--- src/p2pvcr_consts.vh ---
// Constants for the peer-to-peer violation and completion redirect block
`ifndef P2PVCR_CONSTS_VH
`define P2PVCR_CONSTS_VH
// ----------------------------------------------------------------
// Register byte offsets
// ----------------------------------------------------------------
`define P2PVCR_CTRL_OFF 12'h000
`define P2PVCR_VSTAT_OFF 12'h004
`define P2PVCR_VMASK_OFF 12'h008
`define P2PVCR_VSEV_OFF 12'h00C
`define P2PVCR_ISTAT_OFF 12'h010
`define P2PVCR_IMASK_OFF 12'h014
`define P2PVCR_HDR0_OFF 12'h018
`define P2PVCR_HDR1_OFF 12'h01C
`define P2PVCR_EGV_OFF 12'h020
`define P2PVCR_CNT_OFF 12'h024
// ----------------------------------------------------------------
// Control fields
// ----------------------------------------------------------------
`define P2PVCR_CTRL_EGR 0
`define P2PVCR_CTRL_RRD 1
`define P2PVCR_CTRL_CRD 2
`define P2PVCR_CTRL_DTR 3
`define P2PVCR_CTRL_MFD 4
`define P2PVCR_CTRL_W 5
// ----------------------------------------------------------------
// Interrupt status bits
// ----------------------------------------------------------------
`define P2PVCR_IRQ_VIOL 0
`define P2PVCR_IRQ_FATAL 1
`define P2PVCR_IRQ_ADV 2
`define P2PVCR_IRQ_STA 3
`define P2PVCR_IRQ_W 4
// ----------------------------------------------------------------
// Violation status bits and write-one clears
// ----------------------------------------------------------------
`define P2PVCR_VSTAT_VIOL 0
`define P2PVCR_VSTAT_CLR_STAP 8
`define P2PVCR_VSTAT_CLR_STAS 9
`define P2PVCR_VSTAT_CLR_RTAP 10
`define P2PVCR_VSTAT_CLR_RTAS 11
// ----------------------------------------------------------------
// Request decisions and completion status
// ----------------------------------------------------------------
`define P2PVCR_DEC_DIRECT 2'h0
`define P2PVCR_DEC_UP 2'h1
`define P2PVCR_DEC_VIOL 2'h2
`define P2PVCR_CPL_CA 3'h4
`endif

--- src/p2pvcr_top.v ---
// Peer-to-peer access violation handling and completion redirect
// ----------------------------------------------------------------
// ----------------------------------------------------------------
//
// Local design decisions: the placing of the registers and register access over APB.
`include "p2pvcr_consts.vh"
`default_nettype none
module p2pvcr_top #(
  parameter NTGT = 8
) (
  input wire clk,
  input wire rst,
  input wire psel,
  input wire penable,
  input wire pwrite,
  input wire [11:0] paddr,
  input wire [31:0] pwdata,
  output reg [31:0] prdata,
  output wire pready,
  output wire pslverr,
  input wire req_valid,
  input wire req_posted,
  input wire req_translated,
  input wire req_secondary,
  input wire req_rc_reject,
  input wire req_from_rciep,
  input wire [2:0] req_target,
  input wire [63:0] req_header,
  output reg req_fwd_valid,
  output reg [1:0] req_decision,
  output reg cpl_gen_valid,
  output reg [2:0] cpl_gen_status,
  output reg cpl_by_collector,
  input wire cpl_valid,
  input wire cpl_ro,
  input wire cpl_is_read,
  output reg cpl_route_valid,
  output reg cpl_upstream,
  input wire rx_cpl_ca,
  input wire rx_cpl_secondary,
  output reg sta_primary_q,
  output reg sta_secondary_q,
  output reg rta_primary_q,
  output reg rta_secondary_q,
  output wire irq
);
  // ----------------------------------------------------------------
  // Registers
  // ----------------------------------------------------------------
  reg [`P2PVCR_CTRL_W-1:0] ctrl_q;
  reg vstat_q;
  reg vmask_q;
  reg vsev_q;
  reg [`P2PVCR_IRQ_W-1:0] istat_q;
  reg [`P2PVCR_IRQ_W-1:0] imask_q;
  reg [63:0] hdr_q;
  reg hdr_valid_q;
  reg [NTGT-1:0] egv_q;
  reg [15:0] cnt_q;
  wire wr_en;
  wire rd_en;
  reg addr_ok;
  reg [`P2PVCR_IRQ_W-1:0] ev;
  reg viol;
  reg logged;
  reg [1:0] dec;
  reg up;
  reg np_viol;
  reg [31:0] rd_word;
  wire wr_ctrl;
  wire wr_vstat;
  wire wr_vmask;
  wire wr_vsev;
  wire wr_istat;
  wire wr_imask;
  wire wr_egv;
  wire wr_cnt;

  // ----------------------------------------------------------------
  // Functions
  // ----------------------------------------------------------------
  function [1:0] p2pvcr_decide;
    input e;
    input r;
    input vb;
    input tr;
    input dt;
    begin
      if (tr && dt) begin
        p2pvcr_decide = `P2PVCR_DEC_DIRECT;
      end else if (r && (!e || vb)) begin
        p2pvcr_decide = `P2PVCR_DEC_UP;
      end else if (e && !r && vb) begin
        p2pvcr_decide = `P2PVCR_DEC_VIOL;
      end else begin
        p2pvcr_decide = `P2PVCR_DEC_DIRECT;
      end
    end
  endfunction

  // Register select for a write in its access phase
  function p2pvcr_wsel;
    input en;
    input [11:0] a;
    input [11:0] off;
    begin
      p2pvcr_wsel = en && (a == off);
    end
  endfunction

  // Sticky flag: a same-cycle set beats a write-one clear
  function p2pvcr_sticky;
    input cur;
    input set;
    input clr;
    begin
      p2pvcr_sticky = set || (cur && !clr);
    end
  endfunction

  // ----------------------------------------------------------------
  // APB slave, zero wait states
  // ----------------------------------------------------------------
  assign pready = 1'b1;
  assign pslverr = psel && penable && !addr_ok;
  assign wr_en = psel && penable && pwrite && addr_ok;
  // Read data loaded in setup so it stands through the access phase
  assign rd_en = psel && !penable && !pwrite;
  assign irq = |(istat_q & imask_q);

  // ----------------------------------------------------------------
  // Write strobes
  // ----------------------------------------------------------------
  assign wr_ctrl = p2pvcr_wsel(wr_en, paddr, `P2PVCR_CTRL_OFF);
  assign wr_vstat = p2pvcr_wsel(wr_en, paddr, `P2PVCR_VSTAT_OFF);
  assign wr_vmask = p2pvcr_wsel(wr_en, paddr, `P2PVCR_VMASK_OFF);
  assign wr_vsev = p2pvcr_wsel(wr_en, paddr, `P2PVCR_VSEV_OFF);
  assign wr_istat = p2pvcr_wsel(wr_en, paddr, `P2PVCR_ISTAT_OFF);
  assign wr_imask = p2pvcr_wsel(wr_en, paddr, `P2PVCR_IMASK_OFF);
  assign wr_egv = p2pvcr_wsel(wr_en, paddr, `P2PVCR_EGV_OFF);
  assign wr_cnt = p2pvcr_wsel(wr_en, paddr, `P2PVCR_CNT_OFF);

  always @* begin
    addr_ok = (paddr <= `P2PVCR_CNT_OFF) && (paddr[1:0] == 2'h0);
  end

  always @* begin
    case (paddr)
      `P2PVCR_CTRL_OFF: rd_word = {27'h0000000, ctrl_q};
      `P2PVCR_VSTAT_OFF: rd_word = {31'h00000000, vstat_q};
      `P2PVCR_VMASK_OFF: rd_word = {31'h00000000, vmask_q};
      `P2PVCR_VSEV_OFF: rd_word = {31'h00000000, vsev_q};
      `P2PVCR_ISTAT_OFF: rd_word = {28'h0000000, istat_q};
      `P2PVCR_IMASK_OFF: rd_word = {28'h0000000, imask_q};
      `P2PVCR_HDR0_OFF: rd_word = hdr_q[31:0];
      `P2PVCR_HDR1_OFF: rd_word = hdr_q[63:32];
      `P2PVCR_EGV_OFF: rd_word = {{(32-NTGT){1'b0}}, egv_q};
      `P2PVCR_CNT_OFF: rd_word = {16'h0000, cnt_q};
      default: rd_word = 32'h00000000;
    endcase
  end

  always @(posedge clk) begin
    if (rst) begin
      prdata <= 32'h00000000;
    end else if (rd_en) begin
      prdata <= rd_word;
    end
  end

  // ----------------------------------------------------------------
  // Request path
  // ----------------------------------------------------------------
  always @* begin
    dec = p2pvcr_decide(ctrl_q[`P2PVCR_CTRL_EGR], ctrl_q[`P2PVCR_CTRL_RRD],
      egv_q[req_target], req_translated, ctrl_q[`P2PVCR_CTRL_DTR]);
    viol = req_valid && (req_rc_reject || (dec == `P2PVCR_DEC_VIOL));
    logged = viol && !vmask_q;
    np_viol = viol && !req_posted;
    ev = {`P2PVCR_IRQ_W{1'b0}};
    ev[`P2PVCR_IRQ_VIOL] = logged;
    ev[`P2PVCR_IRQ_FATAL] = logged && vsev_q;
    ev[`P2PVCR_IRQ_ADV] = logged && !vsev_q && !req_posted;
    ev[`P2PVCR_IRQ_STA] = viol;
  end

  always @(posedge clk) begin
    if (rst) begin
      req_fwd_valid <= 1'b0;
      req_decision <= `P2PVCR_DEC_DIRECT;
      cpl_gen_valid <= 1'b0;
      cpl_gen_status <= 3'h0;
      cpl_by_collector <= 1'b0;
    end else begin
      // Dropped when violating; posted requests get no completion
      req_fwd_valid <= req_valid && !viol;
      req_decision <= viol ? `P2PVCR_DEC_VIOL : dec;
      cpl_gen_valid <= np_viol;
      cpl_gen_status <= np_viol ? `P2PVCR_CPL_CA : 3'h0;
      cpl_by_collector <= viol && req_rc_reject && req_from_rciep;
    end
  end

  // ----------------------------------------------------------------
  // Completion routing
  // ----------------------------------------------------------------
  always @* begin
    up = ctrl_q[`P2PVCR_CTRL_CRD] && !cpl_ro;
    if (ctrl_q[`P2PVCR_CTRL_MFD]) begin
      up = up && cpl_is_read;
    end
  end

  always @(posedge clk) begin
    if (rst) begin
      cpl_route_valid <= 1'b0;
      cpl_upstream <= 1'b0;
    end else begin
      cpl_route_valid <= cpl_valid;
      cpl_upstream <= cpl_valid && up;
    end
  end

  // ----------------------------------------------------------------
  // Control registers
  // ----------------------------------------------------------------
  always @(posedge clk) begin
    if (rst) begin
      ctrl_q <= {`P2PVCR_CTRL_W{1'b0}};
      vmask_q <= 1'b0;
      vsev_q <= 1'b0;
      imask_q <= {`P2PVCR_IRQ_W{1'b0}};
      egv_q <= {NTGT{1'b0}};
    end else begin
      if (wr_ctrl) begin
        ctrl_q <= pwdata[`P2PVCR_CTRL_W-1:0];
      end
      if (wr_vmask) begin
        vmask_q <= pwdata[0];
      end
      if (wr_vsev) begin
        vsev_q <= pwdata[0];
      end
      if (wr_imask) begin
        imask_q <= pwdata[`P2PVCR_IRQ_W-1:0];
      end
      if (wr_egv) begin
        egv_q <= pwdata[NTGT-1:0];
      end
    end
  end

  // ----------------------------------------------------------------
  // Violation status and interrupt sources
  // ----------------------------------------------------------------
  always @(posedge clk) begin
    if (rst) begin
      vstat_q <= 1'b0;
      istat_q <= {`P2PVCR_IRQ_W{1'b0}};
    end else begin
      // Status stays sticky even when logging is masked
      vstat_q <= p2pvcr_sticky(vstat_q, viol,
        wr_vstat && pwdata[`P2PVCR_VSTAT_VIOL]);
      if (wr_istat) begin
        istat_q <= (istat_q & ~pwdata[`P2PVCR_IRQ_W-1:0]) | ev;
      end else begin
        istat_q <= istat_q | ev;
      end
    end
  end

  // ----------------------------------------------------------------
  // Offending header capture
  // ----------------------------------------------------------------
  always @(posedge clk) begin
    if (rst) begin
      hdr_q <= 64'h0000000000000000;
      hdr_valid_q <= 1'b0;
    end else begin
      // First offending header kept until status is cleared
      if (logged && !hdr_valid_q) begin
        hdr_q <= req_header;
        hdr_valid_q <= 1'b1;
      end else if (!vstat_q) begin
        hdr_valid_q <= 1'b0;
      end
    end
  end

  // ----------------------------------------------------------------
  // Logged violation counter
  // ----------------------------------------------------------------
  always @(posedge clk) begin
    if (rst) begin
      cnt_q <= 16'h0000;
    end else begin
      // Saturates so a flood never wraps to a small count
      if (logged && cnt_q != 16'hFFFF) begin
        cnt_q <= cnt_q + 16'h0001;
      end else if (wr_cnt) begin
        cnt_q <= 16'h0000;
      end
    end
  end

  // ----------------------------------------------------------------
  // Target abort flags
  // ----------------------------------------------------------------
  always @(posedge clk) begin
    if (rst) begin
      sta_primary_q <= 1'b0;
      sta_secondary_q <= 1'b0;
      rta_primary_q <= 1'b0;
      rta_secondary_q <= 1'b0;
    end else begin
      sta_primary_q <= p2pvcr_sticky(sta_primary_q, viol && !req_secondary,
        wr_vstat && pwdata[`P2PVCR_VSTAT_CLR_STAP]);
      sta_secondary_q <= p2pvcr_sticky(sta_secondary_q, viol && req_secondary,
        wr_vstat && pwdata[`P2PVCR_VSTAT_CLR_STAS]);
      // Same function may act as requester of its own aborted request
      rta_primary_q <= p2pvcr_sticky(rta_primary_q, rx_cpl_ca && !rx_cpl_secondary,
        wr_vstat && pwdata[`P2PVCR_VSTAT_CLR_RTAP]);
      rta_secondary_q <= p2pvcr_sticky(rta_secondary_q, rx_cpl_ca && rx_cpl_secondary,
        wr_vstat && pwdata[`P2PVCR_VSTAT_CLR_RTAS]);
    end
  end
endmodule
`default_nettype wire

--- config.mk ---
export PLATFORM = sky130hd
export DESIGN_NAME = p2pvcr_top
export DESIGN_NICKNAME = d
export VERILOG_FILES = /design/src/p2pvcr_top.v
export VERILOG_INCLUDE_DIRS = /design/src
export SDC_FILE = /design/constraint.sdc
export NUM_CORES = 1
export LEC_CHECK = 0
export BUFFER_PORTS_ARGS = -buffer_cell sky130_fd_sc_hd__buf_4
export CAP_MARGIN = 10
export CELL_PAD_IN_SITES_DETAIL_PLACEMENT = 1
export CELL_PAD_IN_SITES_GLOBAL_PLACEMENT = 1
export CORE_MARGIN = 3
export CORE_UTILIZATION = 30
export DETAILED_ROUTE_END_ITERATION = 12
export PLACE_DENSITY = 0.72
export SLEW_MARGIN = 30
export SYNTH_ARGS = -nofsm -noshare
export SYNTH_HDL_FRONTEND = slang
export SYNTH_SLANG_ARGS = --single-unit
--- constraint.sdc ---
create_clock -name clk -period 4.06 [get_ports clk]
set_input_delay 1.015 -clock clk [delete_from_list [all_inputs] [get_ports clk]]
set_output_delay 1.015 -clock clk [all_outputs]
set_load 0.01 [all_outputs]
# After elaboration in Yosys (flattened, before gate mapping)
# Cells that the tools add are included.
op_classes:
  add_sub_neg: 1
  bitwise_logic: 5
  mux: 14
  eq_ne: 12
  order_cmp: 2
  reduce_logical: 77
op_table:
  columns: ["operator", "n"]
  rows:
  - ["$pmux W32 S10", 1]
  - ["$eq A12 B5 Y1 const B", 4]
  - ["$logic_and A1 B1 Y1", 47]
  - ["$mux W16", 2]
  - ["$eq A12 B4 Y1 const B", 2]
  - ["$eq A12 B6 Y1 const B", 2]
  - ["$logic_not A1 Y1", 18]
  - ["$add A16 B1 Y16 const B", 1]
  - ["$ne A16 B16 Y1 const B", 1]
  - ["$eq A12 B3 Y1 const B", 1]
  - ["$le A12 B6 Y1 const B", 1]
  - ["$logic_not A12 Y1", 1]
  - ["$and A4 B4 Y4", 2]
  - ["$mux W2", 4]
  - ["$or A4 B4 Y4", 2]
  - ["$logic_or A1 B1 Y1", 7]
  - ["$lt A3 B4 Y1 const B", 1]
  - ["$mux W1", 4]
  - ["$mux W4", 1]
  - ["$not A4 Y4", 1]
  - ["$reduce_or A4 Y1", 1]
  - ["$bmux W1 S3", 1]
  - ["$mux W3", 1]
  - ["$eq A2 B2 Y1 const B", 1]
  - ["other kinds (4)", 4]
totals:
  regBits: 151
  wordCells: 134
  input_bits: 127
  output_inout_bits: 49

# Longest topological paths before layout
# Gate-level depths: netlist of the first run.
depth:
  word_depth: 14
  ltp_mapped: 9
  ltp_nobuf: 7

# Least setup slack after synthesis of the first run
# Ideal clock, no wire load.
synth_timing:
  path_type: "input to output"
  start: "in paddr[10]"
  end: "out pslverr"
  t_arrival_ns: 1.977
  n_path_buf: 1
  slack_ns: 1.068
  stages: 5
  required_time_ns: 3.045
  path_cell_list: "nor4_4 and2_1 buf_6 nand3_4 and3_2"
synth_via:
  elab_chain_len: 4
synth_rtl:
  columns: ["element", "line", "rtl"]
  rows:
  - ["start, declared", "p2pvcr_top.v:16", "input wire [11:0] paddr,"]
  - ["$le A12 B6 Y1 (no line)", null, null]
  - ["$logic_and A1 B1 Y1", "p2pvcr_top.v:144", "addr_ok = (paddr <= `P2PVCR_CNT_OFF) && (paddr[1:0] == 2'h0);"]
  - ["$logic_not A1 Y1", "p2pvcr_top.v:125", "assign pslverr = psel && penable && !addr_ok;"]
  - ["$logic_and A1 B1 Y1", "p2pvcr_top.v:125", null]
  - ["end, declared", "p2pvcr_top.v:20", "output wire pslverr,"]
# Every way passes these cells.

# Worst setup path in the final report of the first run
# Ends and elaborated chain as after synthesis.

==> results of run 1 <==
critical path, delay by kind of cell:
family	cells	cell delay, ps
AND/OR/NAND/NOR	4	1200
buffers and inverters	2	260
logic make-up (layout without fill, tap and decap cells):
family                     after synthesis  in the layout
and+or+nand+nor                        265            265
AOI/OAI and AO/OA                      161            161
DFF                                    148            148
muxes                                   77             77
buffers and inverters                   58            203
xor gates and xnor gates                 4              4
other                                    2              3
adders and majority gates                1              1
where the power goes:
group | switching (uW) | internal (uW) | leakage, uW
Combinational | 155 | 147 | 0.00189
Clock | 706 | 890 | 0.000291
Sequential | 29.5 | 1500 | 0.00120
per-stage QoR:
stage,utilization,hold slack [ps],instances,instance area [um^2],setup WS (ps)
after CTS,0.399,455,1137,8420,571
after floorplan,-,447,717,6480,1070
final,0.399,450,1137,8420,574
after global routing,0.399,483,1137,8420,495
after detailed placement,0.371,446,1105,7830,566
after global placement,0.371,438,1105,7830,595
per-layer routing:
metal / vias to the layer above / part of all wire
li1: 2814 / -
met1: 2808 / 0.47
met2: 146 / 0.47
met3: 12 / 0.051
met4: 0 / 0.011
met5: - / 0
state kept, by name, indices dropped and copies added, names as in the netlist:
name,cells
cpl_by_collector,1
vmask_q,1
hdr_valid_q,1
req_fwd_valid,1
rta_secondary_q,1
prdata,32
vsev_q,1
istat_q,4
hdr_q,64
rta_primary_q,1
imask_q,4
sta_primary_q,1
cpl_gen_status,1
cpl_route_valid,1
ctrl_q,5
req_decision,2
cnt_q,16
egv_q,8
sta_secondary_q,1
vstat_q,1
cpl_upstream,1
worst paths after layout:
kind | start | cells past startpoint | end
worst max-delay path | paddr[10] | 6 | pslverr
worst min-delay path | prdata[15] | 2 | prdata[15]
worst max register to register | cnt_q[0] | 7 | cnt_q[14]
worst min register to register | prdata[15] | 2 | prdata[15]
area by class of cell:
class / count / area, um^2
clock inverter: 14 / 153
tap: 275 / 344
multi-input combinational: 511 / 3250
fill: 2493 / 12700
sequential: 148 / 2960
inverter: 10 / 37.5
timing repair buffer: 161 / 1230
clock buffer: 18 / 439
synth_stat cells (10+ instances only):
cell      count
buf_4        10
o21ai_0      28
nand2_1      66
dfxtp_1     148
clkbuf_1     25
a22o_1       14
nor2_1      102
a221oi_1     17
mux2i_1      70
a22oi_1      14
and3_1       11
o21ai_1      11
buf_2        10
nand3_1      13
inv_1        10
a21oi_1      44
nor3_1       21
==> summary.txt, run 1 <==
Synth
  • Mapped Cells: 716
  • Compound-cell area share of the yosys netlist: 0.170
  • Synth cell types: 70
  • Adder-cell share of the synthesized area: 0.00193
  • Simple logic cell fraction of the synthesized area: 0.200
  • Main synth FF type: dfxtp_1
  • Async SR Flop Fraction: 0
  • Area share of the largest cell type after synthesis: 0.457
  • Post-synthesis xor/xnor area fraction: 0.00541
  • Mux cell area share after synthesis: 0.120
  • Yosys warning count: 0
  • Mean area per synthesized cell: 9.04 um^2
  • Synth top area cells: dfxtp_1, mux2i_1, nor2_1
  • Post-synthesis cell area: 6480 um^2
  • Area leader, netlist: dfxtp_1
  • Sequential area share after synthesis: 0.457
  • Largest family of logic cells by synthesized area: simple AND/OR/NAND/NOR gates
  • EDFF count, synth: 0
  • FF+latch count, synth: 148

Worst setup path
  • Crit path DAT: 2470 ps
  • Worst path required time: 3040 ps
  • R2r setup slk: 1550 ps
  • Worst-path maximum fanout: 7
  • Most frequent CP cell: buf_4
  • Crit path cell chain: buf_4, nor4_4, and2_1, nand3_4, and3_2, buf_4
  • Critical path's slowest cell: nor4_4
  • Startpoint Class: input pin
  • Crit path capture type: output pin
  • CP max stage delay: 460 ps
  • Crit path kind: in -> out

Routing
  • Post-route antenna net violation count: 0
  • Final WL: 20700 um
  • DR vias: 5780
  • Wirelength per Cell: 18.2 um
  • Via/cell ratio: 5.08
  • DR iter-0 viols: 263
  • Drt drc: 0
  • TritonRoute pass-1 iters: 4

Floorplanning
  • Core area: 21100 um^2
  • Initial core utilization: 0.307
  • Io pins: 176
  • Die ar.: 23400 um^2
  • Die Height: 153 um
  • Rows: 53
  • Die width: 153 um

Place
  • PortBufs: 152
  • Detail Placement HPWL: 14600 um
  • Routability cong.: 0.887

STA
  • Final Max Tran Viols: 0
  • Max_slew headroom: 0.404
  • Fin Clk Skew: 7.81 ps
  • Post-Route Setup TNS: 0 ps
  • Final Hold Fails: 0
  • Slew @ Worst Pin: 893 ps
  • Unrepaired setup endpoints after global routing: no
  • Period minus WS final: 3490 ps
  • Period utilization: 0.859
  • Fmax: 287 MHz
  • Setup violators final: 0

Clocking
  • Num CTS Buffers: 17
  • CTS H-tree depth: 4
  • Hold_buf cts: 0
  • CTS tree: yes
  • Post-cts resize count: 0
  • Setup bufs post-CTS: 0
  • Root Driver: clkbuf_16
  • Clk sinks: 148
  • Longest Clk Path Bufs: 2
  • Clk Latency, worst-skew pair: 430 ps
  • Worst-path clk slew: 60 ps

GRT
  • GR Util met2: 0.278
  • GRT Total Usage: 0.174
  • Most Crowded Layer GR: met2
  • M3 GR Usage: 0.0362
  • Largest net degree at the start of global routing: 80
  • First-pass GRT wire length: 32600 um
  • Overflow left after global routing: 0
  • Vias in the first global route: 5972
  • Initial antenna violation count: 0
  • Routing usage on met1: 0.235

Cells and area
  • Layout cells sized above 1: 0.265
  • Total Nets Final: 977
  • Most frequent cells in the layout: buf_4, dfxtp_1, nor2_1
  • Area growth syn-to-layout: 30.0%
  • Commonest non-fill, non-tap cell in the layout: buf_4
  • Ant. Diodes: 0

Power
  • Leakage: 0.00338 uW
  • Pwr Total: 3430 uW
  • Pwr/cell area: 407 nW/um^2
  • Worst vdd ir: 0.000281 V

Min path
  • Hold crit path type: reg -> reg

Run status
  • Status: finished, final reports clean

Run
  • Max Cap Viol: 0
No activity file was read; power rests on OpenSTA's default activity.
==> inputs of run 2 (changes only) <==
--- a/config.mk
+++ b/config.mk
@@ -6,6 +6,7 @@
 export SDC_FILE = /design/constraint.sdc
 export NUM_CORES = 1
 export LEC_CHECK = 0
+export ABC_AREA = 1
 export BUFFER_PORTS_ARGS = -buffer_cell sky130_fd_sc_hd__buf_4
 export CAP_MARGIN = 10
 export CELL_PAD_IN_SITES_DETAIL_PLACEMENT = 1
@@ -13,7 +14,7 @@
 export CORE_MARGIN = 3
 export CORE_UTILIZATION = 30
 export DETAILED_ROUTE_END_ITERATION = 12
-export PLACE_DENSITY = 0.72
+export PLACE_DENSITY = 0.75
 export SLEW_MARGIN = 30
 export SYNTH_ARGS = -nofsm -noshare
 export SYNTH_HDL_FRONTEND = slang
==> constraint.sdc (replaced) <==
create_clock -name clk -period 4.06 [get_ports clk]
set_input_delay 1.015 -clock clk [delete_from_list [all_inputs] [get_ports clk]]
set_output_delay 1.015 -clock clk [all_outputs]
set_load 0.05 [all_outputs]
==> summary.txt, run 2 <==
Min path
  • Hold crit path type: reg -> reg

STA
  • Fin Clk Skew: 12.5 ps (+4.67 ps)
  • Post-Route Setup TNS: 0 ps (unchanged)
  • Period minus WS final: 3560 ps (+76.4 ps)
  • Period utilization: 0.877 (+0.0188)
  • Setup violators final: 0 (unchanged)
  • Final Hold Fails: 0 (unchanged)
  • Final Max Tran Viols: 0 (unchanged)
  • Slew @ Worst Pin: 893 ps (-0.272 ps)
  • Max_slew headroom: 0.405 (about the same)
  • Fmax: 281 MHz (-2.1%)
  • Unrepaired setup endpoints after global routing: no

Run status
  • Status: finished, final reports clean

Clocking
  • Worst-path clk slew: 60 ps (about the same)
  • CTS H-tree depth: 4 (unchanged)
  • Post-cts resize count: 0 (unchanged)
  • Setup bufs post-CTS: 0 (unchanged)
  • CTS tree: yes
  • Clk sinks: 148 (unchanged)
  • Longest Clk Path Bufs: 2 (unchanged)
  • Root Driver: clkbuf_16
  • Clk Latency, worst-skew pair: 440 ps (about the same)
  • Hold_buf cts: 0 (unchanged)
  • Num CTS Buffers: 17 (unchanged)

Routing
  • Met2 WL: 10800 um (+12%)
  • Wirelength per Cell: 15.0 um (-18%)
  • Final WL: 22900 um (+11%)
  • DR vias: 7062 (+22%)
  • Post-route antenna net violation count: 0 (unchanged)
  • DR iter-0 viols: 296 (+13%)
  • M1 wire length: 10700 um (+9.8%)
  • Via/cell ratio: 4.62 (-9.0%)
  • Drt drc: 0 (unchanged)
  • Max Used Layer: met4
  • TritonRoute pass-1 iters: 5 (+1)
  • Met3 wire length: 1090 um (+3.3%)

Worst setup path
  • Crit path capture type: output pin
  • Crit path kind: in -> out
  • Crit path cell chain: buf_4, nor2_2, inv_2, nor2_2, nand3_2, nand2_2, a21oi_1, buf_4
  • Critical path's slowest cell: nand3_2
  • Worst-path maximum fanout: 12 (+5)
  • Startpoint Class: input pin
  • Worst path required time: 3040 ps (about the same)
  • CP max stage delay: 330 ps (-130 ps)
  • Crit path DAT: 2550 ps (+80 ps)

Floorplanning
  • Rows: 55 (+3.8%)
  • Die ar.: 25300 um^2 (+8.2%)
  • Core area: 22800 um^2 (+8.3%)
  • Io pins: 176 (unchanged)
  • Initial core utilization: 0.308 (+0.000614)
  • Die Height: 159 um (+4.0%)
  • Die width: 159 um (+4.0%)

GRT
  • Overflow left after global routing: 0 (unchanged)
  • Initial antenna violation count: 0 (unchanged)
  • Vias in the first global route: 7153 (+20%)
  • Largest net degree at the start of global routing: 91 (+14%)
  • First-pass GRT wire length: 37200 um (+14%)
  • GRT Total Usage: 0.180 (+0.00606)

Cells and area
  • Top Registers: hdr_q (64), prdata (32), cnt_q (16)
  • Final std cells w/o fill: 1527 (+34%)
  • Top reg by flops: hdr_q
  • Commonest non-fill, non-tap cell in the layout: nand2_1
  • Final Core Density: 0.394 (-0.00567)
  • Ant. Diodes: 0 (unchanged)
  • Largest register FFs: 64 (unchanged)
  • Total Nets Final: 1329 (+36%)
  • Area growth syn-to-layout: 27.9%
  • Most frequent cells in the layout: nand2_1, nor2_1, buf_4
  • Layout cells sized above 1: 0.180 (-0.0849)

Power
  • Worst vdd ir: 0.000274 V (-2.7%)
  • Leakage: 0.00409 uW (+21%)
  • Pwr Total: 3460 uW (+1.1%)
  • Pwr/cell area: 385 nW/um^2 (-5.3%)

Synth
  • Async SR Flop Fraction: 0 (unchanged)
  • Commonest cells post-synth: nand2_1, nor2_1, dfxtp_1
  • FF+latch count, synth: 148 (unchanged)
  • Post-synthesis cell area: 7030 um^2 (+8.6%)
  • EDFF count, synth: 0 (unchanged)
  • Most common cell in the netlist: nand2_1
  • Sequential area share after synthesis: 0.421 (-0.0361)
  • Synth top area cells: dfxtp_1, nand2_1, nor2_1
  • Main synth FF type: dfxtp_1
  • Area leader, netlist: dfxtp_1
  • Synth cell types: 34 (-51%)
  • Mapped Cells: 1070 (+49%)
  • Area share of the largest cell type after synthesis: 0.421 (-0.0361)
  • Mean area per synthesized cell: 6.57 um^2 (-27%)
  • Yosys warning count: 0 (unchanged)

Place
  • Placed cells: 1495 (+35%)
  • PortBufs: 152 (unchanged)
  • Detail Placement HPWL: 16000 um (+9.2%)
  • Routability cong.: 0.873 (-1.6%)

Run
  • Max Cap Viol: 0 (unchanged)
run 2: cell types whose count changed after synthesis, moves of 10 or more:
| cell | previous run | this run |
|---|---|---|
| a21oi_1 | 44 | 74 |
| nand4_1 | 6 | 23 |
| nand3_1 | 13 | 47 |
| inv_1 | 10 | 129 |
| nand2_1 | 66 | 274 |
| mux2i_1 | 70 | 0 |
| and3_1 | 11 | 1 |
| nor2_1 | 102 | 191 |
| a22oi_1 | 14 | 0 |
| a221oi_1 | 17 | 0 |
| o22ai_1 | 0 | 30 |
| a22o_1 | 14 | 0 |
run 2: layer usage:
metal | vias up | global-route usage
li1 | 3619 | -
met1 | 3284 | 0.232
met2 | 136 | 0.305
met3 | 23 | 0.0445
met4 | 0 | 0.0442
met5 | - | 0
run 2: final cells by class:
class / instances / area, um^2
repair buffers: 160 / 1230
clock buffers: 17 / 425
fillers: 2976 / 13900
inverters: 136 / 510
multi-input cells: 738 / 3300
flip-flops and latches: 148 / 2960
clock inverters: 15 / 176
well taps: 313 / 392
run 2: final timing paths:
check	startpoint	end	slack, ps	cells after the start
worst max-delay path	paddr[7]	pslverr	500	8
worst min-delay path	rta_secondary_q	rta_secondary_q	460	2
worst max register to register	cnt_q[0]	cnt_q[11]	1650	9
worst min register to register	rta_secondary_q	rta_secondary_q	460	2
run 2: through the flow:
stage	area, um^2	worst slack, ps	hold WS, ps
6_report	8990	497	465
5_1_grt	8990	411	489
4_1_cts	8990	519	470
3_5_place_dp	8390	553	459
3_3_place_gp	8390	575	446
2_1_floorplan	7030	646	427
run 2: cell families (layout without fill, tap and decap cells):
group,Yosys count,in the layout,synth area share
AOI/OAI and AO/OA,150,150,0.113
buffers and inverters,185,328,0.111
adders and majority gates,1,1,0.00178
and+or+nand+nor,574,574,0.339
other,2,3,0.00107
xor gates and xnor gates,10,10,0.0125
DFF,148,148,0.421
run 2: report_power, final:
part | internal [uW] | leakage [uW] | total [uW] | switching, uW
Combinational | 135 | 0.00259 | 346 | 211
Sequential | 1500 | 0.00121 | 1520 | 17.8
Clock | 833 | 0.000295 | 1600 | 763
Total | 2470 | 0.00409 | 3460 | 992
run 2: critical path, delay by kind of cell:
| kind | cells | cell delay [ps] |
|---|---|---|
| buf+inv | 3 | 370 |
| simple gates | 4 | 1080 |
| compound gates | 1 | 80 |
